[config.mk]
export PLATFORM = sky130hd
export DESIGN_NAME = ldi_core
export DESIGN_NICKNAME = d
export VERILOG_FILES = /design/src/core/ldi_pkg.sv /design/src/core/ldi_sync.sv /design/src/core/ldi_core.sv
export VERILOG_INCLUDE_DIRS = /design/src /design/src/core
export SDC_FILE = /design/constraint.sdc
export NUM_CORES = 1
export LEC_CHECK = 0
export BUFFER_PORTS_ARGS = -buffer_cell sky130_fd_sc_hd__buf_2
export CAP_MARGIN = 20
export CORE_UTILIZATION = 58
export CTS_BUF_LIST = sky130_fd_sc_hd__clkbuf_4 sky130_fd_sc_hd__clkbuf_8 sky130_fd_sc_hd__clkbuf_16
export DETAILED_ROUTE_END_ITERATION = 6
export GPL_TIMING_DRIVEN = 0
export PLACE_DENSITY = 0.79
export SLEW_MARGIN = 20
export SYNTH_ARGS = -nofsm -noshare
export SYNTH_HDL_FRONTEND = slang
export SYNTH_SLANG_ARGS = --single-unit
[constraint.sdc]
create_clock -name i_clk_sys -period 2.3 [get_ports i_clk_sys]
set_clock_uncertainty 0.15 [all_clocks]
set_input_delay 0.345 -clock i_clk_sys [delete_from_list [all_inputs] [get_ports i_clk_sys]]
set_output_delay 0.345 -clock i_clk_sys [all_outputs]
set_load 0.02 [all_outputs]
[src/core/ldi_regs.svh]
/*
  Constants of the LCD driver data interface: register offsets, field
  positions, reset values and shift counts.
  Assumes inclusion by bare name from the package and the core.
*/
`ifndef LDI_REGS_SVH
`define LDI_REGS_SVH

`define LDI_NUM_OUT        80
`define LDI_SEG_STAGES     20
`define LDI_SEG_WIDTH      4
`define LDI_HALF_OUT       40
`define LDI_CNT_W          7
`define LDI_ADDR_W         8
`define LDI_SYNC_W         13

`define LDI_OFF_CTRL       8'h00
`define LDI_OFF_STATUS     8'h04
`define LDI_OFF_DATA0      8'h08
`define LDI_OFF_DATA1      8'h0C
`define LDI_OFF_DATA2      8'h10

`define LDI_CTRL_BLANK_POS 0
`define LDI_CTRL_RESET     1'h0

`define LDI_ST_ROLE_POS    0
`define LDI_ST_MODE_POS    1
`define LDI_ST_DIR_POS     2
`define LDI_ST_EN_POS      3
`define LDI_ST_FULL_POS    4
`define LDI_ST_CNT_POS     8

`define LDI_RESP_OKAY      2'h0
`define LDI_RESP_SLVERR    2'h2

`endif

[src/core/ldi_pkg.sv]
/*
  Types of the LCD driver data interface: drive level codes, register
  select codes and the complete state record of the core.
  Assumes ldi_regs.svh sits on the include path.
*/
`include "ldi_regs.svh"

package ldi_pkg;

  typedef enum logic [1:0] {
    LVL_TOP,
    LVL_UPPER_MID,
    LVL_LOWER_MID,
    LVL_BOTTOM
  } ldi_level_t;

  typedef enum logic [2:0] {
    SEL_CTRL,
    SEL_STATUS,
    SEL_DATA0,
    SEL_DATA1,
    SEL_DATA2,
    SEL_NONE
  } ldi_sel_t;

  typedef struct packed {
    logic [`LDI_NUM_OUT-1:0]        shift_reg;
    logic [`LDI_NUM_OUT-1:0]        latch_reg;
    logic [`LDI_CNT_W-1:0]          count_reg;
    logic                           full_reg;
    logic                           shclk_reg;
    logic                           ltclk_reg;
    logic [`LDI_NUM_OUT-1:0][1:0]   drive_reg;
    logic                           blank_reg;
    logic                           aw_got_reg;
    logic                           w_got_reg;
    logic [`LDI_ADDR_W-1:0]         awaddr_reg;
    logic [31:0]                    wdata_reg;
    logic [3:0]                     wstrb_reg;
    logic                           bvalid_reg;
    logic [1:0]                     bresp_reg;
    logic                           rvalid_reg;
    logic [31:0]                    rdata_reg;
    logic [1:0]                     rresp_reg;
  } ldi_state_t;

endpackage : ldi_pkg

[src/core/ldi_sync.sv]
/*
  Two-stage synchroniser for a group of asynchronous pin levels.
  Assumes each bit is an independent level; multi-bit words are not coherent.
*/
`timescale 1ns/1ns
`include "ldi_regs.svh"

module ldi_sync #(
  parameter int W = `LDI_SYNC_W
) (
  input  wire logic         i_clk_sys,
  input  wire logic         i_sys_rst,
  input  wire logic [W-1:0] i_async,
  output logic      [W-1:0] o_sync
);

  // Upper half is the first stage, read only by the lower half
  logic [2*W-1:0] stages_reg;
  logic [2*W-1:0] stages_next;

  always_comb begin
    stages_next = {i_async, stages_reg[2*W-1:W]};
  end

  always_ff @(posedge i_clk_sys) begin
    if (i_sys_rst) begin
      stages_reg <= '0;
    end else begin
      stages_reg <= stages_next;
    end
  end

  assign o_sync = stages_reg[W-1:0];

endmodule : ldi_sync

[src/core/ldi_core.sv]
/*
  LCD driver data interface core: segment/common role, parallel, serial,
  single and dual shift paths, cascade enables, latch and level selection
  for 80 outputs, plus an AXI4-Lite register slave.
  Assumes all pins are asynchronous to i_clk_sys and that the shift and
  latch clocks run slowly enough for two-stage sampling to see every edge.
*/
// Decided for this implementation: the placing of the registers and the AXI4-Lite slave port.
`timescale 1ns/1ns
`include "ldi_regs.svh"

module ldi_core (
  input  wire logic                        i_clk_sys,
  input  wire logic                        i_sys_rst,
  // Display pins
  input  wire logic                        i_data_pin_one_serial_in,
  input  wire logic                        i_data_pin_two_left_end,
  output logic                             o_data_pin_two_left_end,
  output logic                             o_data_pin_two_left_end_oe,
  input  wire logic                        i_data_pin_three_middle,
  input  wire logic                        i_data_pin_four_right_end,
  output logic                             o_data_pin_four_right_end,
  output logic                             o_data_pin_four_right_end_oe,
  input  wire logic                        i_shift_direction_sel,
  input  wire logic                        i_chain_enable_left_n,
  output logic                             o_chain_enable_left_n,
  output logic                             o_chain_enable_left_oe,
  input  wire logic                        i_chain_enable_right_n,
  output logic                             o_chain_enable_right_n,
  output logic                             o_chain_enable_right_oe,
  input  wire logic                        i_application_mode_sel,
  input  wire logic                        i_driver_role_sel,
  input  wire logic                        i_frame_invert,
  input  wire logic                        i_display_off_n,
  input  wire logic                        i_latch_clock,
  input  wire logic                        i_shift_clock,
  output logic [2*`LDI_NUM_OUT-1:0]        o_drive_outputs,
  // AXI4-Lite slave
  input  wire logic [`LDI_ADDR_W-1:0]      i_s_axi_awaddr,
  input  wire logic                        i_s_axi_awvalid,
  output logic                             o_s_axi_awready,
  input  wire logic [31:0]                 i_s_axi_wdata,
  input  wire logic [3:0]                  i_s_axi_wstrb,
  input  wire logic                        i_s_axi_wvalid,
  output logic                             o_s_axi_wready,
  output logic [1:0]                       o_s_axi_bresp,
  output logic                             o_s_axi_bvalid,
  input  wire logic                        i_s_axi_bready,
  input  wire logic [`LDI_ADDR_W-1:0]      i_s_axi_araddr,
  input  wire logic                        i_s_axi_arvalid,
  output logic                             o_s_axi_arready,
  output logic [31:0]                      o_s_axi_rdata,
  output logic [1:0]                       o_s_axi_rresp,
  output logic                             o_s_axi_rvalid,
  input  wire logic                        i_s_axi_rready
);

  //////////////////////////////////////////////////////////////////////////////
  // Functions

  function automatic ldi_pkg::ldi_sel_t reg_decode(input logic [`LDI_ADDR_W-1:0] addr);
    case (addr)
      `LDI_OFF_CTRL:   reg_decode = ldi_pkg::SEL_CTRL;
      `LDI_OFF_STATUS: reg_decode = ldi_pkg::SEL_STATUS;
      `LDI_OFF_DATA0:  reg_decode = ldi_pkg::SEL_DATA0;
      `LDI_OFF_DATA1:  reg_decode = ldi_pkg::SEL_DATA1;
      `LDI_OFF_DATA2:  reg_decode = ldi_pkg::SEL_DATA2;
      default:         reg_decode = ldi_pkg::SEL_NONE;
    endcase
  endfunction : reg_decode

  function automatic ldi_pkg::ldi_level_t level_sel(
    input logic common,
    input logic frame,
    input logic data,
    input logic on
  );
    if (!on) begin
      level_sel = ldi_pkg::LVL_TOP;
    end else begin
      case ({frame, data})
        2'h0:    level_sel = ldi_pkg::LVL_UPPER_MID;
        2'h1:    level_sel = common ? ldi_pkg::LVL_BOTTOM : ldi_pkg::LVL_TOP;
        2'h2:    level_sel = ldi_pkg::LVL_LOWER_MID;
        default: level_sel = common ? ldi_pkg::LVL_TOP : ldi_pkg::LVL_BOTTOM;
      endcase
    end
  endfunction : level_sel

  //////////////////////////////////////////////////////////////////////////////
  // Pin sampling

  logic [`LDI_SYNC_W-1:0] pins_sync;
  logic                   d1_s;
  logic                   dl_s;
  logic                   dm_s;
  logic                   dr_s;
  logic                   dir_s;
  logic                   enl_s;
  logic                   enr_s;
  logic                   mode_s;
  logic                   role_s;
  logic                   frame_s;
  logic                   on_s;
  logic                   ltclk_s;
  logic                   shclk_s;

  ldi_sync #(
    .W (`LDI_SYNC_W)
  ) u_sync (
    .i_clk_sys (i_clk_sys),
    .i_sys_rst (i_sys_rst),
    .i_async   ({i_data_pin_one_serial_in, i_data_pin_two_left_end, i_data_pin_three_middle,
                 i_data_pin_four_right_end, i_shift_direction_sel, i_chain_enable_left_n,
                 i_chain_enable_right_n, i_application_mode_sel, i_driver_role_sel,
                 i_frame_invert, i_display_off_n, i_latch_clock, i_shift_clock}),
    .o_sync    (pins_sync)
  );

  // Role and mode are used as sampled every cycle; mid-frame changes are not guarded
  assign {d1_s, dl_s, dm_s, dr_s, dir_s, enl_s, enr_s, mode_s, role_s,
          frame_s, on_s, ltclk_s, shclk_s} = pins_sync;

  //////////////////////////////////////////////////////////////////////////////
  // State

  ldi_pkg::ldi_state_t st;
  ldi_pkg::ldi_state_t nx;

  localparam ldi_pkg::ldi_state_t ST_RESET = '{
    shift_reg:  '0,
    latch_reg:  '0,
    count_reg:  '0,
    full_reg:   1'b0,
    shclk_reg:  1'b0,
    ltclk_reg:  1'b0,
    drive_reg:  '0,
    blank_reg:  `LDI_CTRL_RESET,
    aw_got_reg: 1'b0,
    w_got_reg:  1'b0,
    awaddr_reg: '0,
    wdata_reg:  '0,
    wstrb_reg:  '0,
    bvalid_reg: 1'b0,
    bresp_reg:  `LDI_RESP_OKAY,
    rvalid_reg: 1'b0,
    rdata_reg:  '0,
    rresp_reg:  `LDI_RESP_OKAY
  };

  //////////////////////////////////////////////////////////////////////////////
  // Level selection per output

  logic                              common;
  logic [`LDI_NUM_OUT-1:0]           shown;
  logic [`LDI_NUM_OUT-1:0][1:0]      levels;

  assign common = role_s;
  // Common outputs follow the scan register, segment outputs the latch
  assign shown  = common ? st.shift_reg : st.latch_reg;

  genvar gi;
  generate
    for (gi = 0; gi < `LDI_NUM_OUT; gi++) begin : g_level
      assign levels[gi] = level_sel(common, frame_s, shown[gi], on_s & ~st.blank_reg);
    end
  endgenerate

  //////////////////////////////////////////////////////////////////////////////
  // Next state

  logic                    sh_fall;
  logic                    lt_fall;
  logic                    en_in_n;
  logic [`LDI_CNT_W-1:0]   limit;
  logic                    aw_have;
  logic                    w_have;
  logic                    ar_take;
  logic [`LDI_NUM_OUT-1:0] sr;
  ldi_pkg::ldi_sel_t       wsel;
  logic [31:0]             status;

  assign sh_fall = st.shclk_reg & ~shclk_s;
  assign lt_fall = st.ltclk_reg & ~ltclk_s;
  assign en_in_n = dir_s ? enr_s : enl_s;
  assign limit   = mode_s ? `LDI_CNT_W'(`LDI_NUM_OUT) : `LDI_CNT_W'(`LDI_SEG_STAGES);
  assign aw_have = st.aw_got_reg | (i_s_axi_awvalid & o_s_axi_awready);
  assign w_have  = st.w_got_reg | (i_s_axi_wvalid & o_s_axi_wready);
  assign ar_take = i_s_axi_arvalid & o_s_axi_arready;
  assign status  = {16'h0, 1'b0, st.count_reg, 3'h0, st.full_reg, ~en_in_n, dir_s, mode_s, role_s};

  always_comb begin
    nx           = st;
    sr           = st.shift_reg;
    wsel         = reg_decode(aw_have && st.aw_got_reg ? st.awaddr_reg : i_s_axi_awaddr);
    nx.shclk_reg = shclk_s;
    nx.ltclk_reg = ltclk_s;
    nx.drive_reg = levels;

    if (!common) begin
      if (ltclk_s) begin
        // Latch-clock high restarts the power-down block for the next line
        nx.count_reg = '0;
        nx.full_reg  = 1'b0;
      end else if (sh_fall && !en_in_n && !st.full_reg) begin
        if (!mode_s) begin
          sr = dir_s ? {d1_s, dl_s, dm_s, dr_s, st.shift_reg[`LDI_NUM_OUT-1:`LDI_SEG_WIDTH]}
                     : {st.shift_reg[`LDI_NUM_OUT-`LDI_SEG_WIDTH-1:0], dr_s, dm_s, dl_s, d1_s};
        end else begin
          sr = dir_s ? {d1_s, st.shift_reg[`LDI_NUM_OUT-1:1]}
                     : {st.shift_reg[`LDI_NUM_OUT-2:0], d1_s};
        end
        nx.count_reg = st.count_reg + `LDI_CNT_W'(1);
        nx.full_reg  = (st.count_reg + `LDI_CNT_W'(1)) == limit;
      end
      if (lt_fall) begin
        nx.latch_reg = st.shift_reg;
      end
    end else begin
      nx.count_reg = '0;
      nx.full_reg  = 1'b0;
      if (lt_fall) begin
        if (!mode_s) begin
          sr = dir_s ? {dr_s, st.shift_reg[`LDI_NUM_OUT-1:1]}
                     : {st.shift_reg[`LDI_NUM_OUT-2:0], dl_s};
        end else if (!dir_s) begin
          sr = {st.shift_reg[`LDI_NUM_OUT-2:`LDI_HALF_OUT], dm_s,
                st.shift_reg[`LDI_HALF_OUT-2:0], dl_s};
        end else begin
          sr = {dr_s, st.shift_reg[`LDI_NUM_OUT-1:`LDI_HALF_OUT+1],
                dm_s, st.shift_reg[`LDI_HALF_OUT-1:1]};
        end
      end
    end
    nx.shift_reg = sr;

    // Write channel: address and data may arrive in either order
    if (i_s_axi_awvalid && o_s_axi_awready) begin
      nx.aw_got_reg = 1'b1;
      nx.awaddr_reg = i_s_axi_awaddr;
    end
    if (i_s_axi_wvalid && o_s_axi_wready) begin
      nx.w_got_reg = 1'b1;
      nx.wdata_reg = i_s_axi_wdata;
      nx.wstrb_reg = i_s_axi_wstrb;
    end
    if (st.bvalid_reg && i_s_axi_bready) begin
      nx.bvalid_reg = 1'b0;
    end
    if (aw_have && w_have && !st.bvalid_reg) begin
      nx.aw_got_reg = 1'b0;
      nx.w_got_reg  = 1'b0;
      nx.bvalid_reg = 1'b1;
      nx.bresp_reg  = `LDI_RESP_OKAY;
      case (wsel)
        ldi_pkg::SEL_CTRL: begin
          if (st.w_got_reg ? st.wstrb_reg[0] : i_s_axi_wstrb[0]) begin
            nx.blank_reg = st.w_got_reg ? st.wdata_reg[`LDI_CTRL_BLANK_POS]
                                        : i_s_axi_wdata[`LDI_CTRL_BLANK_POS];
          end
        end
        ldi_pkg::SEL_STATUS, ldi_pkg::SEL_DATA0, ldi_pkg::SEL_DATA1, ldi_pkg::SEL_DATA2: begin
          nx.bresp_reg = `LDI_RESP_OKAY;
        end
        default: begin
          nx.bresp_reg = `LDI_RESP_SLVERR;
        end
      endcase
    end

    // Read channel
    if (st.rvalid_reg && i_s_axi_rready) begin
      nx.rvalid_reg = 1'b0;
    end
    if (ar_take) begin
      nx.rvalid_reg = 1'b1;
      nx.rresp_reg  = `LDI_RESP_OKAY;
      case (reg_decode(i_s_axi_araddr))
        ldi_pkg::SEL_CTRL:   nx.rdata_reg = {31'h0, st.blank_reg};
        ldi_pkg::SEL_STATUS: nx.rdata_reg = status;
        ldi_pkg::SEL_DATA0:  nx.rdata_reg = shown[31:0];
        ldi_pkg::SEL_DATA1:  nx.rdata_reg = shown[63:32];
        ldi_pkg::SEL_DATA2:  nx.rdata_reg = {16'h0, shown[`LDI_NUM_OUT-1:64]};
        default: begin
          nx.rdata_reg = 32'h0;
          nx.rresp_reg = `LDI_RESP_SLVERR;
        end
      endcase
    end
  end

  always_ff @(posedge i_clk_sys) begin
    if (i_sys_rst) begin
      st <= ST_RESET;
    end else begin
      st <= nx;
    end
  end

  //////////////////////////////////////////////////////////////////////////////
  // Outputs

  // Enables only drive in segment mode; the far pin is the output
  assign o_chain_enable_left_oe       = ~common & dir_s;
  assign o_chain_enable_right_oe      = ~common & ~dir_s;
  assign o_chain_enable_left_n        = ~st.full_reg;
  assign o_chain_enable_right_n       = ~st.full_reg;
  // Segment mode never drives data pins, so unused ones may float
  assign o_data_pin_four_right_end_oe = common & ~dir_s;
  assign o_data_pin_two_left_end_oe   = common & dir_s;
  assign o_data_pin_four_right_end    = st.shift_reg[`LDI_NUM_OUT-1];
  assign o_data_pin_two_left_end      = st.shift_reg[0];
  assign o_drive_outputs              = st.drive_reg;

  assign o_s_axi_awready = ~st.aw_got_reg & ~st.bvalid_reg;
  assign o_s_axi_wready  = ~st.w_got_reg & ~st.bvalid_reg;
  assign o_s_axi_bvalid  = st.bvalid_reg;
  assign o_s_axi_bresp   = st.bresp_reg;
  assign o_s_axi_arready = ~st.rvalid_reg;
  assign o_s_axi_rvalid  = st.rvalid_reg;
  assign o_s_axi_rdata   = st.rdata_reg;
  assign o_s_axi_rresp   = st.rresp_reg;

endmodule : ldi_core

==> run summary <==
Status - finished with violations
Failing checks - setup timing
Post-synthesis sequential area ratio - 41.3%
First-pass GRT wire length - 90.2 mm
Clk slew on worst S/H paths - 0.06 ns
Worst-skew pair later-pin latency - 0.54 ns
Syn. warnings - 0
Critical path launch point - u_sync.stages_reg[3]
Starting Density - 58.7%
Endpoint class of the critical path - register
Die area - 34600 sq um
Fin. Hold Viols - 0
Top reg by flops - st
Setup TNS - -0.0593 ns
Worst-Margin Slew - 0.766 ns
Post-detailed-route via-to-cell ratio - 5.76
Num CTS Buffers - 43
Hold WC Path Type - input port to register
Core area - 33400 sq um
DRT Pass-1 Iters - 6
WP data arrival - 2.59 ns
PwrDens - 675 nW/um^2
Max-slew violations - 0
R2R setup slack - -0.04 ns
Clk Tree Root Cell - clkbuf_16
Die X - 186 microns
# port buffers - 240
Number of routed nets with antenna violations - 0
Avg Inst Size Synth - 9.07 sq um
Reg-to-Reg End - o_drive_outputs[56]
Fin crit period - 2.34 ns
Synth top area share - 41.3%
GP Congestion - 1.00
# DRC - 0
Synth-to-Final Area Change - 18.0%
Total gr overflow - 0
TritonCTS clock tree - built
Worst path required time - 2.55 ns
RSZ-0062 raised after global routing - false
WL/cell - 20.5 microns
Antenna violations before repair - 5
Post-synth EDFFs - 0
Most frequent cells in the layout - dfxtp_1 (403), nand2_1 (280), buf_2 (279), buf_4 (216), nor2_1 (214)
VDD IR max - 0.000508 V
Max FO, Critical Path - 10
Most common cell after layout, fill and taps aside - dfxtp_1
# nets final - 2551
F_max - 428 MHz
Leakage - 9.24 nW
Number of flip-flops in the largest register - 181
Critical R2R Launch - u_sync.stages_reg[3]
Total Wirelength - 60.5 mm
Die height - 186 microns
Dpl ws - -0.670 ns
GRT Total Usage - 34.8%
Yosys top cell by area - dfxtp_1
CTS Sinks - 405
CP startpoint kind - register
Largest net degree at the start of global routing - 20
Vias in the first global route - 15900
Max-Cap Viols - 0
Async S/R FF share, synth - 0%
Layout cells sized above 1 - 27.9%
Fin crit share - 102%
Via Count - 17000
Critical path's largest stage delay - 0.81 ns
Synth area leaders - dfxtp_1 (41%), mux4_2 (11%), buf_4 (8.1%)
Worst-path cell chain - clkbuf_2, buf_2, xnor2_1, nor2_1
Synth Register Bits - 405
Detailed placement HPWL - 43.7 mm
Crit path to - o_drive_outputs[56]
I/O pin cnt - 281
Ys flop type - dfxtp_1
Worst r2r path cells - 4
Setup CP Type - register to register
Max clock buf depth - 3
# rows - 67
Htree depth - 2
Count of cell types in the netlist - 65
Drt initial violations - 2050
Synthesized cell area - 19600 sq um
Cells after Synth - 2164
CP max stage cell - dfxtp_1
Final setup fails - 3
Max_slew headroom - 48.9%
Worst Setup Slack, final - -0.0365 ns
## per-layer routing
metal / track usage (%) / up-vias / wire length [microns]
met4: 20.8 / 0 / 3920
met3: 6.95 / 236 / 6210
li1: - / 7712 / -
met5: 0 / - / 0
met1: 43.4 / 8039 / 22700
met2: 55.7 / 1039 / 27600
## kinds of logic (layout without fill, tap and decap cells)
group,count (synthesis),after routing,synth area share (%)
muxes,127,127,12.7
and+or+nand+nor,811,811,18.8
AOI/OAI and AO/OA,275,275,8.02
buffers and inverters,377,717,11.6
other,1,4,0.0191
adders and majority gates,1,1,0.0637
DFF,405,405,41.3
xor gates and xnor gates,167,167,7.45
## layout make-up
| type | instances | area, sq um |
|---|---|---|
| fill | 2598 | 10300 |
| multi-input combinational | 1383 | 9270 |
| sequential | 405 | 8110 |
| buffer | 366 | 2280 |
| timing repair buffer | 271 | 1500 |
| clock buffer | 58 | 1250 |
| tap | 448 | 561 |
| clock inverter | 14 | 154 |
| inverter | 8 | 33.8 |
| antenna | 2 | 5.00 |
## worst max-delay path: cells and delay by family (launching register included)
kind,cells,cell delay [ns]
buffers and inverters,2,0.91
and+or+nand+nor,1,0.09
DFF,1,0.81
xor gates and xnor gates,1,0.22
## where the power goes
group          internal [W]  switching [W]
Clock               0.00415        0.00276
Combinational      0.000566       0.000800
Sequential          0.00716       0.000206
Total                0.0119        0.00377
## Yosys cell counts (11+ instances only)
library cell  number
xnor2_1           75
xor2_1            92
nand2b_1          81
dfxtp_1          405
o21ai_0           19
nor3_1           160
nor2b_1           36
buf_2             44
nand2_1          281
a21oi_1          177
clkbuf_1         106
nor2_1           214
buf_4            211
mux2i_1           26
a22oi_1           27
mux4_2            97
a31oi_1           11
## metrics by stage
| step | util (%) | hold WS (ns) | cells | cell area (sq um) | total power [W] |
|---|---|---|---|---|---|
| floorplan | - | 0.264 | 2165 | 19600 | 0.00836 |
| global placement | 64.0 | 0.270 | 2853 | 21400 | 0.00875 |
| detailed placement | 64.0 | 0.275 | 2853 | 21400 | 0.00879 |
| CTS | 69.1 | 0.134 | 2948 | 23100 | 0.0156 |
| global route | 69.3 | 0.169 | 2954 | 23200 | 0.0161 |
| finish | 69.3 | 0.148 | 2955 | 23200 | 0.0156 |
## repair_timing
action / 4_1_cts / 5_1_grt
hold buffers: 25 / 0
hold endpoints to repair: 25 / 0
endpoints found under the setup margin: 213 / 30
gates resized for setup: 19 / 11
gates cloned: 0 / 0
setup buffers: 1 / 5
pin swaps: 0 / 1
## how the worst min path moves through the flow
stage                     cells past startpoint                   end                   from
after floorplan                               1  u_sync.stages_reg[0]  u_sync.stages_reg[13]
after global placement                        1  u_sync.stages_reg[7]  u_sync.stages_reg[20]
after detailed placement                      1  u_sync.stages_reg[0]  u_sync.stages_reg[13]
after CTS                                     4                st[82]         i_s_axi_wvalid
after global routing                          4      o_s_axi_rresp[1]        i_s_axi_arvalid
final                                         4                st[82]         i_s_axi_wvalid
No activity file was read; power rests on OpenSTA's default activity.
